[src/verilog/jsk_pkg.sv]
package jsk_pkg;
  // Device register offsets
  localparam logic [7:0] OFS_MAKER = 8'h0c;
  localparam logic [7:0] OFS_VERSION = 8'h0d;
  localparam logic [7:0] OFS_REVISION = 8'h0e;
  localparam logic [7:0] OFS_MODE_CTRL = 8'h0f;
  localparam logic [7:0] OFS_X = 8'h10;
  localparam logic [7:0] OFS_Y = 8'h11;
  localparam logic [7:0] OFS_XP = 8'h12;
  localparam logic [7:0] OFS_XN = 8'h13;
  localparam logic [7:0] OFS_YP = 8'h14;
  localparam logic [7:0] OFS_YN = 8'h15;
  localparam logic [7:0] OFS_C4M_HI = 8'h16;
  localparam logic [7:0] OFS_C4M_LO = 8'h17;
  localparam logic [7:0] OFS_C4P_HI = 8'h18;
  localparam logic [7:0] OFS_C4P_LO = 8'h19;
  localparam logic [7:0] OFS_SCALE = 8'h2d;
  localparam logic [7:0] OFS_CTRL2 = 8'h2e;

  // Device reset values
  localparam logic [7:0] RST_MODE_CTRL = 8'hf0;
  localparam logic [7:0] RST_RESULT = 8'h00;
  localparam logic [7:0] RST_POS_THR = 8'h05;
  localparam logic [7:0] RST_NEG_THR = 8'hfb;
  localparam logic [7:0] RST_SCALE = 8'h09;
  localparam logic [7:0] RST_CTRL2 = 8'h84;
  localparam logic [11:0] RST_SAMPLE = 12'h000;

  // Mode/interrupt control and second control fields
  localparam int MC_IDLE_BIT = 7;
  localparam int MC_LP_MSB = 6;
  localparam int MC_LP_LSB = 4;
  localparam int MC_IRQ_DIS_BIT = 3;
  localparam int MC_IRQ_THR_BIT = 2;
  localparam int MC_SOFT_RST_BIT = 1;
  localparam int MC_VALID_BIT = 0;
  localparam int C2_INV_BIT = 1;

  // Threshold array index
  localparam int THR_XP = 0;
  localparam int THR_XN = 1;
  localparam int THR_YP = 2;
  localparam int THR_YN = 3;

  // Coordinate datapath
  localparam int RAW_W = 12;
  localparam int SCALE_SHIFT = 4;

  // Host controller APB map
  localparam logic [11:0] HOST_CMD = 12'h000;
  localparam logic [11:0] HOST_STATUS = 12'h004;
  localparam int CMD_ADDR_LSB = 0;
  localparam int CMD_DATA_LSB = 8;
  localparam int CMD_WRITE_BIT = 16;
  localparam int STAT_BUSY_BIT = 0;
  localparam int STAT_IRQ_BIT = 1;
  localparam int STAT_RDATA_LSB = 8;

  typedef enum logic [0:0] {HS_IDLE, HS_WAIT} host_state_t;
endpackage

[src/verilog/jsk_link_if.sv]
`timescale 1ns/100ps
interface jsk_link_if;
  logic req;
  logic we;
  logic [7:0] addr;
  logic [7:0] wdata;
  logic ack;
  logic [7:0] rdata;
  logic irq_n_out;
  logic irq_n_oe;
  logic irq_n;

  // Open-drain line with pull-up
  assign irq_n = irq_n_oe ? irq_n_out : 1'b1;

  modport device (input req, input we, input addr, input wdata, input irq_n,
                  output ack, output rdata, output irq_n_out, output irq_n_oe);
  modport host (output req, output we, output addr, output wdata,
                input ack, input rdata, input irq_n);
endinterface

[src/verilog/jsk_coord_scaler.sv]
`timescale 1ns/100ps
module jsk_coord_scaler
  import jsk_pkg::*;
(
  input wire logic signed [RAW_W-1:0] raw_x_i,
  input wire logic signed [RAW_W-1:0] raw_y_i,
  input wire logic [7:0] scale_i,
  input wire logic [7:0] thr_i [4],
  output logic signed [7:0] x_o,
  output logic signed [7:0] y_o,
  output logic outside_o
);
  localparam int PROD_W = RAW_W + 9;
  logic signed [RAW_W-1:0] raw [2];
  logic signed [7:0] res [2];

  assign raw[0] = raw_x_i;
  assign raw[1] = raw_y_i;

  // Scale then saturate so small magnets still reach full 8-bit range
  for (genvar a = 0; a < 2; a++) begin : g_axis
    logic signed [PROD_W-1:0] prod;
    logic signed [PROD_W-1:0] shifted;
    assign prod = raw[a] * $signed({1'b0, scale_i});
    assign shifted = prod >>> SCALE_SHIFT;
    always_comb begin
      if (shifted > $signed(PROD_W'(127))) begin
        res[a] = 8'sh7f;
      end else if (shifted < -$signed(PROD_W'(128))) begin
        res[a] = 8'sh80;
      end else begin
        res[a] = shifted[7:0];
      end
    end
  end

  assign x_o = res[0];
  assign y_o = res[1];
  // Left/right/top/bottom trip limits
  assign outside_o = (res[0] > $signed(thr_i[THR_XP])) || (res[0] < $signed(thr_i[THR_XN])) ||
                     (res[1] > $signed(thr_i[THR_YP])) || (res[1] < $signed(thr_i[THR_YN]));
endmodule

[src/verilog/jsk_device.sv]
// Function
// - Scale register 8-bit RW, resets 09h
// - Host writes 16h to scale after power-up
// - Coordinates scaled by scale register factor
// - Second control register RW, resets 84h
// - Host keeps test bits at required values
// - Host keeps polarity invert bit zero
// - All registers reachable over the link
// - Three read-only identification bytes
// - Mode bit 7: idle one, low-power zero
// - Bits 6:4 low-power interval, reset 111
// - Bit 3 suppresses interrupt output
// - Bit 2 selects every-result or threshold interrupt
// - Writing bit 1 resets all registers
// - Bit 0 read-only coordinate-ready flag
// - Signed X/Y results; Y read clears interrupt
// - Four signed thresholds, reset 5 and FBh
// - Channel-4 samples as sign-extended high/low bytes
// - Interrupt released with Y read acknowledge
// - Thresholds act as left/right/top/bottom limits
//
// The APB interface to the registers was left to the implementer.
`timescale 1ns/100ps
module jsk_device
  import jsk_pkg::*;
#(
  parameter logic [7:0] MAKER_CODE = 8'h5a,   // Arbitrary value
  parameter logic [7:0] COMP_VERSION = 8'h21, // Arbitrary value
  parameter logic [7:0] SI_REVISION = 8'h03   // Arbitrary value
) (
  input wire logic core_clk_i,
  input wire logic rst_i,
  jsk_link_if.device link,
  input wire logic calc_start_i,
  input wire logic raw_valid_i,
  input wire logic signed [RAW_W-1:0] raw_x_i,
  input wire logic signed [RAW_W-1:0] raw_y_i,
  input wire logic signed [RAW_W-1:0] ch4_minus_sample_i,
  input wire logic signed [RAW_W-1:0] ch4_plus_sample_i,
  output logic idle_mode_o,
  output logic [2:0] lp_interval_o,
  output logic invert_polarity_o,
  output logic [7:0] coord_scale_o
);
  logic [7:0] mode_q, mode_d;
  logic valid_q, valid_d;
  logic soft_rst_q, soft_rst_d;
  logic [7:0] x_q, x_d, y_q, y_d;
  logic [7:0] thr_q [4];
  logic [7:0] thr_d [4];
  logic [7:0] scale_q, scale_d;
  logic [7:0] ctrl2_q, ctrl2_d;
  logic [RAW_W-1:0] c4m_q, c4m_d, c4p_q, c4p_d;
  logic pending_q, pending_d;
  logic ack_q, ack_d;
  logic [7:0] rdata_q, rdata_d;
  logic irq_oe_q, irq_oe_d;
  logic signed [7:0] x_new, y_new;
  logic outside;
  logic access;
  logic [7:0] rd_mux;

  jsk_coord_scaler u_scaler (
    .raw_x_i(raw_x_i),
    .raw_y_i(raw_y_i),
    .scale_i(scale_q),
    .thr_i(thr_q),
    .x_o(x_new),
    .y_o(y_new),
    .outside_o(outside)
  );

  // Host holds the request until it sees ack; one access per request
  assign access = link.req && !ack_q;

  always_comb begin
    unique case (link.addr)
      OFS_MAKER: rd_mux = MAKER_CODE;
      OFS_VERSION: rd_mux = COMP_VERSION;
      OFS_REVISION: rd_mux = SI_REVISION;
      OFS_MODE_CTRL: rd_mux = {mode_q[7:2], 1'b0, valid_q};
      OFS_X: rd_mux = x_q;
      OFS_Y: rd_mux = y_q;
      OFS_XP: rd_mux = thr_q[THR_XP];
      OFS_XN: rd_mux = thr_q[THR_XN];
      OFS_YP: rd_mux = thr_q[THR_YP];
      OFS_YN: rd_mux = thr_q[THR_YN];
      OFS_C4M_HI: rd_mux = {{4{c4m_q[11]}}, c4m_q[11:8]};
      OFS_C4M_LO: rd_mux = c4m_q[7:0];
      OFS_C4P_HI: rd_mux = {{4{c4p_q[11]}}, c4p_q[11:8]};
      OFS_C4P_LO: rd_mux = c4p_q[7:0];
      OFS_SCALE: rd_mux = scale_q;
      OFS_CTRL2: rd_mux = ctrl2_q;
      default: rd_mux = 8'h00;
    endcase
  end

  always_comb begin
    mode_d = mode_q;
    valid_d = valid_q;
    soft_rst_d = 1'b0;
    x_d = x_q;
    y_d = y_q;
    thr_d = thr_q;
    scale_d = scale_q;
    ctrl2_d = ctrl2_q;
    c4m_d = c4m_q;
    c4p_d = c4p_q;
    pending_d = pending_q;
    ack_d = access;
    rdata_d = rdata_q;
    if (soft_rst_q) begin
      // Whole bank back to reset values, soft reset bit included
      mode_d = RST_MODE_CTRL;
      valid_d = 1'b0;
      x_d = RST_RESULT;
      y_d = RST_RESULT;
      thr_d[THR_XP] = RST_POS_THR;
      thr_d[THR_XN] = RST_NEG_THR;
      thr_d[THR_YP] = RST_POS_THR;
      thr_d[THR_YN] = RST_NEG_THR;
      scale_d = RST_SCALE;
      ctrl2_d = RST_CTRL2;
      c4m_d = RST_SAMPLE;
      c4p_d = RST_SAMPLE;
      pending_d = 1'b0;
    end else begin
      if (access && link.we) begin
        // Read-only offsets fall through untouched
        unique case (link.addr)
          OFS_MODE_CTRL: begin
            mode_d = {link.wdata[7:2], 2'b00};
            soft_rst_d = link.wdata[MC_SOFT_RST_BIT];
          end
          OFS_XP: thr_d[THR_XP] = link.wdata;
          OFS_XN: thr_d[THR_XN] = link.wdata;
          OFS_YP: thr_d[THR_YP] = link.wdata;
          OFS_YN: thr_d[THR_YN] = link.wdata;
          OFS_SCALE: scale_d = link.wdata;
          OFS_CTRL2: ctrl2_d = link.wdata;
          default: ;
        endcase
      end
      if (access && !link.we) begin
        rdata_d = rd_mux;
        if (link.addr == OFS_Y) begin
          pending_d = 1'b0;
        end
      end
      if (calc_start_i) begin
        valid_d = 1'b0;
      end
      if (raw_valid_i) begin
        valid_d = 1'b1;
        x_d = x_new;
        y_d = y_new;
        c4m_d = ch4_minus_sample_i;
        c4p_d = ch4_plus_sample_i;
        // A new result in the clearing cycle still raises the interrupt
        if (!mode_q[MC_IRQ_THR_BIT] || outside) begin
          pending_d = 1'b1;
        end
      end
    end
    irq_oe_d = pending_d && !mode_d[MC_IRQ_DIS_BIT];
  end

  always_ff @(posedge core_clk_i or posedge rst_i) begin
    if (rst_i) begin
      mode_q <= RST_MODE_CTRL;
      valid_q <= 1'b0;
      soft_rst_q <= 1'b0;
      x_q <= RST_RESULT;
      y_q <= RST_RESULT;
      thr_q[THR_XP] <= RST_POS_THR;
      thr_q[THR_XN] <= RST_NEG_THR;
      thr_q[THR_YP] <= RST_POS_THR;
      thr_q[THR_YN] <= RST_NEG_THR;
      scale_q <= RST_SCALE;
      ctrl2_q <= RST_CTRL2;
      c4m_q <= RST_SAMPLE;
      c4p_q <= RST_SAMPLE;
      pending_q <= 1'b0;
      ack_q <= 1'b0;
      rdata_q <= 8'h00;
      irq_oe_q <= 1'b0;
    end else begin
      mode_q <= mode_d;
      valid_q <= valid_d;
      soft_rst_q <= soft_rst_d;
      x_q <= x_d;
      y_q <= y_d;
      thr_q <= thr_d;
      scale_q <= scale_d;
      ctrl2_q <= ctrl2_d;
      c4m_q <= c4m_d;
      c4p_q <= c4p_d;
      pending_q <= pending_d;
      ack_q <= ack_d;
      rdata_q <= rdata_d;
      irq_oe_q <= irq_oe_d;
    end
  end

  assign link.ack = ack_q;
  assign link.rdata = rdata_q;
  assign link.irq_n_out = 1'b0;
  assign link.irq_n_oe = irq_oe_q;
  assign idle_mode_o = mode_q[MC_IDLE_BIT];
  assign lp_interval_o = mode_q[MC_LP_MSB:MC_LP_LSB];
  assign invert_polarity_o = ctrl2_q[C2_INV_BIT];
  assign coord_scale_o = scale_q;
endmodule

[src/flat_wrapper.sv]
// flat-port wrapper written by rule: the top's interface ports become plain ports
module jsk_device_flat import jsk_pkg::*;
#(
  parameter logic [7:0] MAKER_CODE = 8'h5a,                     
  parameter logic [7:0] COMP_VERSION = 8'h21,                   
  parameter logic [7:0] SI_REVISION = 8'h03                     
)
  (core_clk_i, rst_i, calc_start_i, raw_valid_i, raw_x_i, raw_y_i, ch4_minus_sample_i, ch4_plus_sample_i, idle_mode_o, lp_interval_o, invert_polarity_o, coord_scale_o, link_req, link_we, link_addr, link_wdata, link_ack, link_rdata, link_irq_n_out, link_irq_n_oe);
  jsk_link_if link_i ();
  input wire logic core_clk_i;
  input wire logic rst_i;
  input wire logic calc_start_i;
  input wire logic raw_valid_i;
  input wire logic signed [RAW_W-1:0] raw_x_i;
  input wire logic signed [RAW_W-1:0] raw_y_i;
  input wire logic signed [RAW_W-1:0] ch4_minus_sample_i;
  input wire logic signed [RAW_W-1:0] ch4_plus_sample_i;
  output logic idle_mode_o;
  output logic [2:0] lp_interval_o;
  output logic invert_polarity_o;
  output logic [7:0] coord_scale_o;
  input wire logic [$bits(link_i.req)-1:0] link_req;
  input wire logic [$bits(link_i.we)-1:0] link_we;
  input wire logic [$bits(link_i.addr)-1:0] link_addr;
  input wire logic [$bits(link_i.wdata)-1:0] link_wdata;
  output wire logic [$bits(link_i.ack)-1:0] link_ack;
  output wire logic [$bits(link_i.rdata)-1:0] link_rdata;
  output wire logic [$bits(link_i.irq_n_out)-1:0] link_irq_n_out;
  output wire logic [$bits(link_i.irq_n_oe)-1:0] link_irq_n_oe;
  assign link_i.req = link_req;
  assign link_i.we = link_we;
  assign link_i.addr = link_addr;
  assign link_i.wdata = link_wdata;
  assign link_ack = link_i.ack;
  assign link_rdata = link_i.rdata;
  assign link_irq_n_out = link_i.irq_n_out;
  assign link_irq_n_oe = link_i.irq_n_oe;
  jsk_device #(.MAKER_CODE(MAKER_CODE), .COMP_VERSION(COMP_VERSION), .SI_REVISION(SI_REVISION)) u_core (.core_clk_i(core_clk_i), .rst_i(rst_i), .link(link_i), .calc_start_i(calc_start_i), .raw_valid_i(raw_valid_i), .raw_x_i(raw_x_i), .raw_y_i(raw_y_i), .ch4_minus_sample_i(ch4_minus_sample_i), .ch4_plus_sample_i(ch4_plus_sample_i), .idle_mode_o(idle_mode_o), .lp_interval_o(lp_interval_o), .invert_polarity_o(invert_polarity_o), .coord_scale_o(coord_scale_o));
endmodule
[config.mk]
export PLATFORM = sky130hd
export DESIGN_NAME = jsk_device_flat
export DESIGN_NICKNAME = d
export VERILOG_FILES = /design/src/verilog/jsk_pkg.sv /design/src/verilog/jsk_link_if.sv /design/src/verilog/jsk_coord_scaler.sv /design/src/verilog/jsk_device.sv /design/src/flat_wrapper.sv
export SDC_FILE = /design/constraint.sdc
export NUM_CORES = 1
export LEC_CHECK = 0
export BUFFER_PORTS_ARGS = -buffer_cell sky130_fd_sc_hd__buf_2
export CORE_ASPECT_RATIO = 2
export CORE_MARGIN = 2
export CORE_UTILIZATION = 30
export DETAILED_ROUTE_END_ITERATION = 16
export GPL_TIMING_DRIVEN = 1
export PLACE_DENSITY_LB_ADDON = 0.08
export SETUP_SLACK_MARGIN = 0.4
export SLEW_MARGIN = 20
export SYNTH_ARGS = -nofsm -noshare
export SYNTH_HDL_FRONTEND = slang
export SYNTH_SLANG_ARGS = --single-unit
[constraint.sdc]
create_clock -name core_clk_i -period 7.55 [get_ports core_clk_i]
set_input_delay 1.1325 -clock core_clk_i [delete_from_list [all_inputs] [get_ports core_clk_i]]
set_output_delay 1.1325 -clock core_clk_i [all_outputs]
set_load 0.02 [all_outputs]
== Yosys cells after proc, flatten, opt, wreduce, memory -nomap -nowiden ==
Cells that the tools add are included.

* Bits in registers: 109
* Latch bits: 0
* Bits in writable memories: 0
* Bits in read-only memories: 0
* Bits of input ports: 70
* Output and inout bits: 24
* Word-level logic and storage cells: 114
* Memories: 0

* $add $sub $neg: 0
* $mul: 2
* Divide/modulo/power cells: 0
* Magnitude comparators: 8
* Equal/unequal tests: 16
* Shift operators: 0
* Muxes and demuxes: 39
* Bitwise operators: 1
* Reductions and logical operators: 30

{| class="wikitable"
|+ Operators by type and width
! kind !! count
|-
| $mux W8 || 21
|-
| $pmux W8 S16 || 1
|-
| $eq A8 B5 Y1 const B || 10
|-
| $mux W32 || 2
|-
| $mux W12 || 4
|-
| $mul A12 B9 Y21 || 2
|-
| $gt A17 B8 Y1 const B || 2
|-
| $lt A17 B8 Y1 const B || 2
|-
| $eq A8 B4 Y1 const B || 4
|-
| $reduce_bool A2 Y1 || 9
|-
| $eq A8 B6 Y1 const B || 2
|-
| $gt A8 B8 Y1 || 2
|-
| $lt A8 B8 Y1 || 2
|-
| $reduce_and A2 Y1 || 8
|-
| $mux W1 || 11
|-
| $logic_and A1 B1 Y1 || 4
|-
| $logic_not A1 Y1 || 4
|-
| $logic_or A1 B1 Y1 || 4
|-
| $reduce_bool A3 Y1 || 1
|-
| $not A1 Y1 || 1
|}

== Logic depth before layout (Yosys ltp) ==
* Depth in word-level cells: 13
* Mapped depth: 32
* Gate-level depth less buffers: 30

== Modules after synthesis ==
Synthesis repeated with hierarchy kept, for this count alone.

* Cell total of the unflattened synthesis: 1539
* Area, all modules: 13704.4 sq um

{| class="wikitable"
|+ By module, submodules not included
! module !! times used !! cells an instance !! area an instance (sq um) !! seq. area each (sq um)
|-
| jsk_coord_scaler || 1 || 1000 || 8230.4 || 0.0
|-
| jsk_device || 1 || 538 || 5467.7 || 2710.1
|-
| jsk_device_flat || 1 || 1 || 6.3 || 0.0
|}

== Worst setup path after synthesis ==
No wires, ideal clock.

* Path kind: in2reg
* From: input port raw_y_i[11]
* To: register u_core.pending_q
* Library setup time: 131 ps
* Arrival: 7548 ps
* Data required time: 7419 ps
* Setup slack: -130 ps
* Stages: 27
* Path buffers: 1
* Cell sequence: clkbuf_1 > nand2_1 > inv_1 > fa_1 > fa_1 > fa_1 > inv_1 > fa_1 > inv_1 > ha_1 > a21o_1 > o311a_1 > a311o_1 > nor4_2 > a41oi_2 > a21oi_1 > inv_1 > ha_1 > nor2b_1 > o21a_1 > o21a_1 > o21a_1 > o21ai_0 > a21oi_1 > nor3_1 > o32ai_1 > or3_1

* Cells in the longest elaborated chain, start to end: 11
* Elaborated cells between the ends (all ways): 13
* Those cells by class: mul: 1; order compare: 4; mux: 5; reduce/logical: 3

{| class="wikitable"
|+ Ends and longest elaborated chain
! what !! RTL line !! text
|-
| from (decl) || flat_wrapper.sv:15 || <nowiki>input wire logic signed [RAW_W-1:0] raw_y_i;</nowiki>
|-
| $mul A12 B9 Y21 (*) || jsk_coord_scaler.sv:24 || <nowiki>assign prod = raw[a] * $signed({1'b0, scale_i});</nowiki>
|-
| $lt A17 B8 Y1 || jsk_coord_scaler.sv:29 || <nowiki>end else if (shifted < -$signed(PROD_W'(128))) begin</nowiki>
|-
| $mux W8 || jsk_coord_scaler.sv:29 ||
|-
| $mux W8 (*) || jsk_coord_scaler.sv:27 || <nowiki>if (shifted > $signed(PROD_W'(127))) begin</nowiki>
|-
| $gt A8 B8 Y1 || jsk_coord_scaler.sv:41 || <nowiki>(res[1] > $signed(thr_i[THR_YP])) || (res[1] < $signed(thr_i[THR_YN]));</nowiki>
|-
| $logic_or A1 B1 Y1 || jsk_coord_scaler.sv:40 || <nowiki>assign outside_o = (res[0] > $signed(thr_i[THR_XP])) || (res[0] < $signed(thr_i[THR_XN])) ||</nowiki>
|-
| $logic_or A1 B1 Y1 (*) || jsk_coord_scaler.sv:41 ||
|-
| $logic_or A1 B1 Y1 (*) || jsk_device.sv:160 || <nowiki>if (!mode_q[MC_IRQ_THR_BIT] || outside) begin</nowiki>
|-
| $mux W1 (*) || jsk_device.sv:160 ||
|-
| $mux W1 (*) || jsk_device.sv:153 || <nowiki>if (raw_valid_i) begin</nowiki>
|-
| $mux W1 (*) || jsk_device.sv:112 || <nowiki>if (soft_rst_q) begin</nowiki>
|-
| via u_core.pending_d || jsk_device.sv:54 || <nowiki>logic pending_q, pending_d;</nowiki>
|-
| to (signal assigned) || jsk_device.sv:198 || <nowiki>pending_q <= pending_d;</nowiki>
|-
| to (decl) || jsk_device.sv:54 ||
|}

The timed path passes the listed nets; every way through them passes the cells marked *.
A chain may end at the register's enable or synchronous reset.

== Worst setup path after layout ==
* From: input port raw_y_i[10]
* To: register u_core.irq_oe_q (netlist: u_core.link.irq_n_oe)

* Cells in the longest elaborated chain, start to end: 12
* Elaborated cells between the ends (all ways): 14
* Those cells by class: mul: 1; order compare: 4; mux: 5; reduce/logical: 4

{| class="wikitable"
|+ Ends and longest elaborated chain
! what !! RTL line !! text
|-
| $mul A12 B9 Y21 (*) || jsk_coord_scaler.sv:24 ||
|-
| $lt A17 B8 Y1 || jsk_coord_scaler.sv:29 ||
|-
| $mux W8 || jsk_coord_scaler.sv:29 ||
|-
| $mux W8 (*) || jsk_coord_scaler.sv:27 ||
|-
| $gt A8 B8 Y1 || jsk_coord_scaler.sv:41 ||
|-
| $logic_or A1 B1 Y1 || jsk_coord_scaler.sv:40 ||
|-
| $logic_or A1 B1 Y1 (*) || jsk_coord_scaler.sv:41 ||
|-
| $logic_or A1 B1 Y1 (*) || jsk_device.sv:160 ||
|-
| $mux W1 (*) || jsk_device.sv:160 ||
|-
| $mux W1 (*) || jsk_device.sv:153 ||
|-
| $mux W1 (*) || jsk_device.sv:112 ||
|-
| $logic_and A1 B1 Y1 (*) || jsk_device.sv:165 || <nowiki>irq_oe_d = pending_d && !mode_d[MC_IRQ_DIS_BIT];</nowiki>
|-
| via u_core.irq_oe_d || jsk_device.sv:57 || <nowiki>logic irq_oe_q, irq_oe_d;</nowiki>
|-
| to (signal assigned) || jsk_device.sv:201 || <nowiki>irq_oe_q <= irq_oe_d;</nowiki>
|-
| to (decl) || jsk_device.sv:57 ||
|}

Marks and branches as above.

==> impl_metrics.yaml <==
yosys:
  synthesis.nets: 1883
  synthMuxAreaShare_pct: 5.583
  synth_area_leaders: "fa_1 23%, dfrtp_1 15%, ha_1 9.8%"
  seq_area_frac_synth_pct: 19.69
  synth_compound_area_share_pct: 13.60
  synth_top_family_by_area: "adder cells"
  synth_edf_count: 0
  synth_cell_types: 92
  synthAdderAreaFrac_pct: 32.52
  synthXorXnorAreaFrac_pct: 1.900
  yosys.area.top_type_share_pct: 22.70
  yosys_most_used_dff: "dfrtp_1"
  postSynthAreaPerCell_um2: 8.884
  yosys_register_bits: 107
  yosys.area_share.simple_pct: 16.90
  async_flop_share_pct: 100.0
  syn_area_mm2: 0.01376
  ys.warnings.count: 0
  syn_inst: 1549
  yosysTopAreaCell: "fa_1"
worst_setup_path:
  worstSetupEndpointType: "register"
  critical_path_required_ns: 7.80
  startpoint_type: "input pin"
  crit_arrival_ns: 7.62
  worstSetupPathType: "in2reg"
  cp_max_fo: 8
global_routing:
  grt_pass1_vias: 12630
  antenna_found_initial: 2
  grt_overflow_total: 0
  grt_usage_pct: 18.24
  grt_pass1_wl_mm: 68.97
  grt_max_degree: 72
timing:
  worst_pin_slew_ns: 1.019
  relSlewSlack_pct: 31.77
  final_max_slew_viol_count: 0
  finalSetupViolations: 0
  timing.hold.ws_ns: 0.4855
  hold_viol: 0
  fmax_mhz: 135.6
  rsz0062_at_grt: "true"
  period_share_pct: 97.68
  post-route-min-period_ns: 7.375
  skew_ns: 0.009632
  setup_ws_ns: 0.1749
floorplanning:
  die_h_um: 306.9
  io_pins: 94
  initial_core_util_pct: 30.21
  die_w_um: 155.4
  rows: 111
  core_mm2: 0.04555
  die-area_mm2: 0.04770
clock_network:
  clk_pin_slew_ns: 0.08
  cts_tree: "built"
  clock-root-buffer: "clkbuf_16"
  cts_made_buffers: 9
  clkLatencyLatePin_ns: 0.36
  clockBufferDepth: 2
  cts.sinks: 107
  h-tree-depth: 3
finish:
  final-seq-area_mm2: 0.002711
  multiInputGateArea_mm2: 0.01034
  num-fill-cells: 4760
  fin_cells: 2335
  drive_above_1_share_pct: 25.65
  finalNetCount: 2099
  final_common_cell: "inv_1"
  diodes: 0
  design_area_mm2: 0.01704
  syn2layout_area_growth_pct: 23.83
  layout_common_cells: "273 x inv_1, 181 x buf_4, 156 x nand2_1, 151 x fa_1, 100 x and2_1"
placement:
  placed_cells: 2303
  place_ws_ns: -0.4544
  dp_hpwl_mm: 33.71
  port_buffers: 92
  place_congestion: 0.8240
  post_dp_cell_area_mm2: 0.01616
worst_hold_path:
  hp-class: "reg2reg"
flow_run:
  maxCapViolCount: 0
drt:
  first_pass_iters: 6
  drtAntennaViolNets: 0
  routedWlPerCell_um: 17.92
  dr_total_vias: 11410
  routed_wl_mm: 41.84
  route.detailed.drc: 0
  drt_first_iter_violations: 454
  viasPerCell: 4.885
power_and_ir_drop:
  total_power_uw: 2428
  ir_worst_vdd_mv: 0.1197
  p_leak_uw: 0.008344
  p_per_area_mw_per_mm2: 142.5
run_status:
  outcome: "finished, final reports clean"
[what timing repair did]
| item | 4_1_cts | 5_1_grt |
|---|---|---|
| hold buffers | 0 | 0 |
| buffers inserted | 10 | 6 |
| pin swaps | 52 | 16 |
| resized for setup | 71 | 21 |
| endpoints found under the setup margin | 2 | 2 |
[stage by stage]
| step | utilization (%) | setup TNS (ns) |
|---|---|---|
| after floorplan | - | 0 |
| after global placement | 35.47 | -1.005 |
| after detailed placement | 35.47 | -0.8934 |
| after CTS | 37.07 | 0 |
| after global routing | 37.41 | -0.1927 |
| final | 37.41 | 0 |
[final timing paths]
| check | end | start | cells after the start | slack (ns) |
|---|---|---|---|---|
| worst min register to register | u_core.ctrl2_q[2] | u_core.ctrl2_q[2] | 2 | 0.49 |
| max in group asynchronous | u_core.c4p_q[6] | rst_i | 3 | 5.41 |
| worst max register to register | u_core.link.irq_n_oe | u_core.coord_scale_o[0] | 26 | 0.35 |
| worst min-delay path | u_core.ctrl2_q[2] | u_core.ctrl2_q[2] | 2 | 0.49 |
| min in group asynchronous | u_core.c4p_q[2] | rst_i | 2 | 0.83 |
| worst max-delay path | u_core.link.irq_n_oe | raw_y_i[10] | 27 | 0.17 |
[cell usage after synthesis, types with 9 or more instances]
library cell	instances
nand3_1	32
nand4_1	9
nor2_1	99
and2_1	111
o21ai_0	33
xor2_1	9
a31oi_1	9
o21a_1	13
a22oi_1	13
a21oi_1	69
a21o_1	14
dfrtp_1	81
a211oi_1	21
nand2_1	160
xnor2_1	19
fa_1	156
mux2i_1	52
o211ai_1	15
dfstp_2	26
clkbuf_1	51
inv_1	284
mux4_2	10
nor3_1	17
nand2b_1	10
ha_1	108
[kinds of logic (layout without fill, tap and decap cells)]
logic type	after synthesis	count (layout)
mux	64	64
flops	107	107
compound gates	257	257
xor+xnor	29	29
fa+ha+maj	264	264
buf+inv	349	570
other cells	1	1
simple gates	478	478
[state kept, by name, indices dropped and copies added (netlist names)]
| register | cells |
|---|---|
| u_core.coord_scale_o | 8 |
| u_core.pending_q | 1 |
| u_core.valid_q | 1 |
| u_core.link.rdata | 8 |
| u_core.c4p_q | 12 |
| u_core.link.irq_n_oe | 1 |
| u_core.y_q | 8 |
| u_core.link.ack | 1 |
| u_core.mode_q | 6 |
| u_core.ctrl2_q | 8 |
| u_core.thr_q | 32 |
| u_core.c4m_q | 12 |
| u_core.x_q | 8 |
| u_core.soft_rst_q | 1 |
[layout make-up]
| class | instances | share of cell area [%] |
|---|---|---|
| multi-input combinational | 1093 | 60.71 |
| sequential | 107 | 15.91 |
| timing repair buffer | 270 | 11.03 |
| inverter | 284 | 6.271 |
| tap | 565 | 4.149 |
| clock buffer | 9 | 1.322 |
| clock inverter | 7 | 0.6094 |
[power by group]
| part | switching [uW] | total [uW] | internal [uW] |
|---|---|---|---|
| clock network | 242 | 539 | 297 |
| registers | 31.7 | 657 | 625 |
| logic | 651 | 1230 | 581 |
[critical path, stage by stage]
cell and delay, ns:
buf_4 0.15, and2_4 0.16, fa_1 0.48, fa_1 0.49, inv_1 0.05, fa_1 0.52, inv_1 0.05, fa_1 0.54
ha_4 0.22, a21oi_2 0.15, nand2b_1 0.12, o311a_4 0.40, a311o_1 0.43, nor4_4 0.34, a41oi_4 0.21, a21oi_4 0.22
inv_2 0.08, ha_4 0.24, nor2b_1 0.12, o21a_1 0.16, o21a_1 0.16, o21a_1 0.17, o21ai_2 0.14, a21oi_2 0.10
nor3_2 0.28, o32ai_2 0.14, o32a_1 0.36
[routing by layer]
| layer | GRT usage (%) | up-vias | share of wire, % |
|---|---|---|---|
| met5 | 0 | - | 0.055 |
| met4 | 4.331 | 4 | 2.4 |
| met3 | 2.339 | 55 | 2.9 |
| met2 | 32.03 | 195 | 51 |
| met1 | 23.73 | 5689 | 44 |
| li1 | - | 5463 | - |
Note: power is estimated with default switching activity, not from simulation.
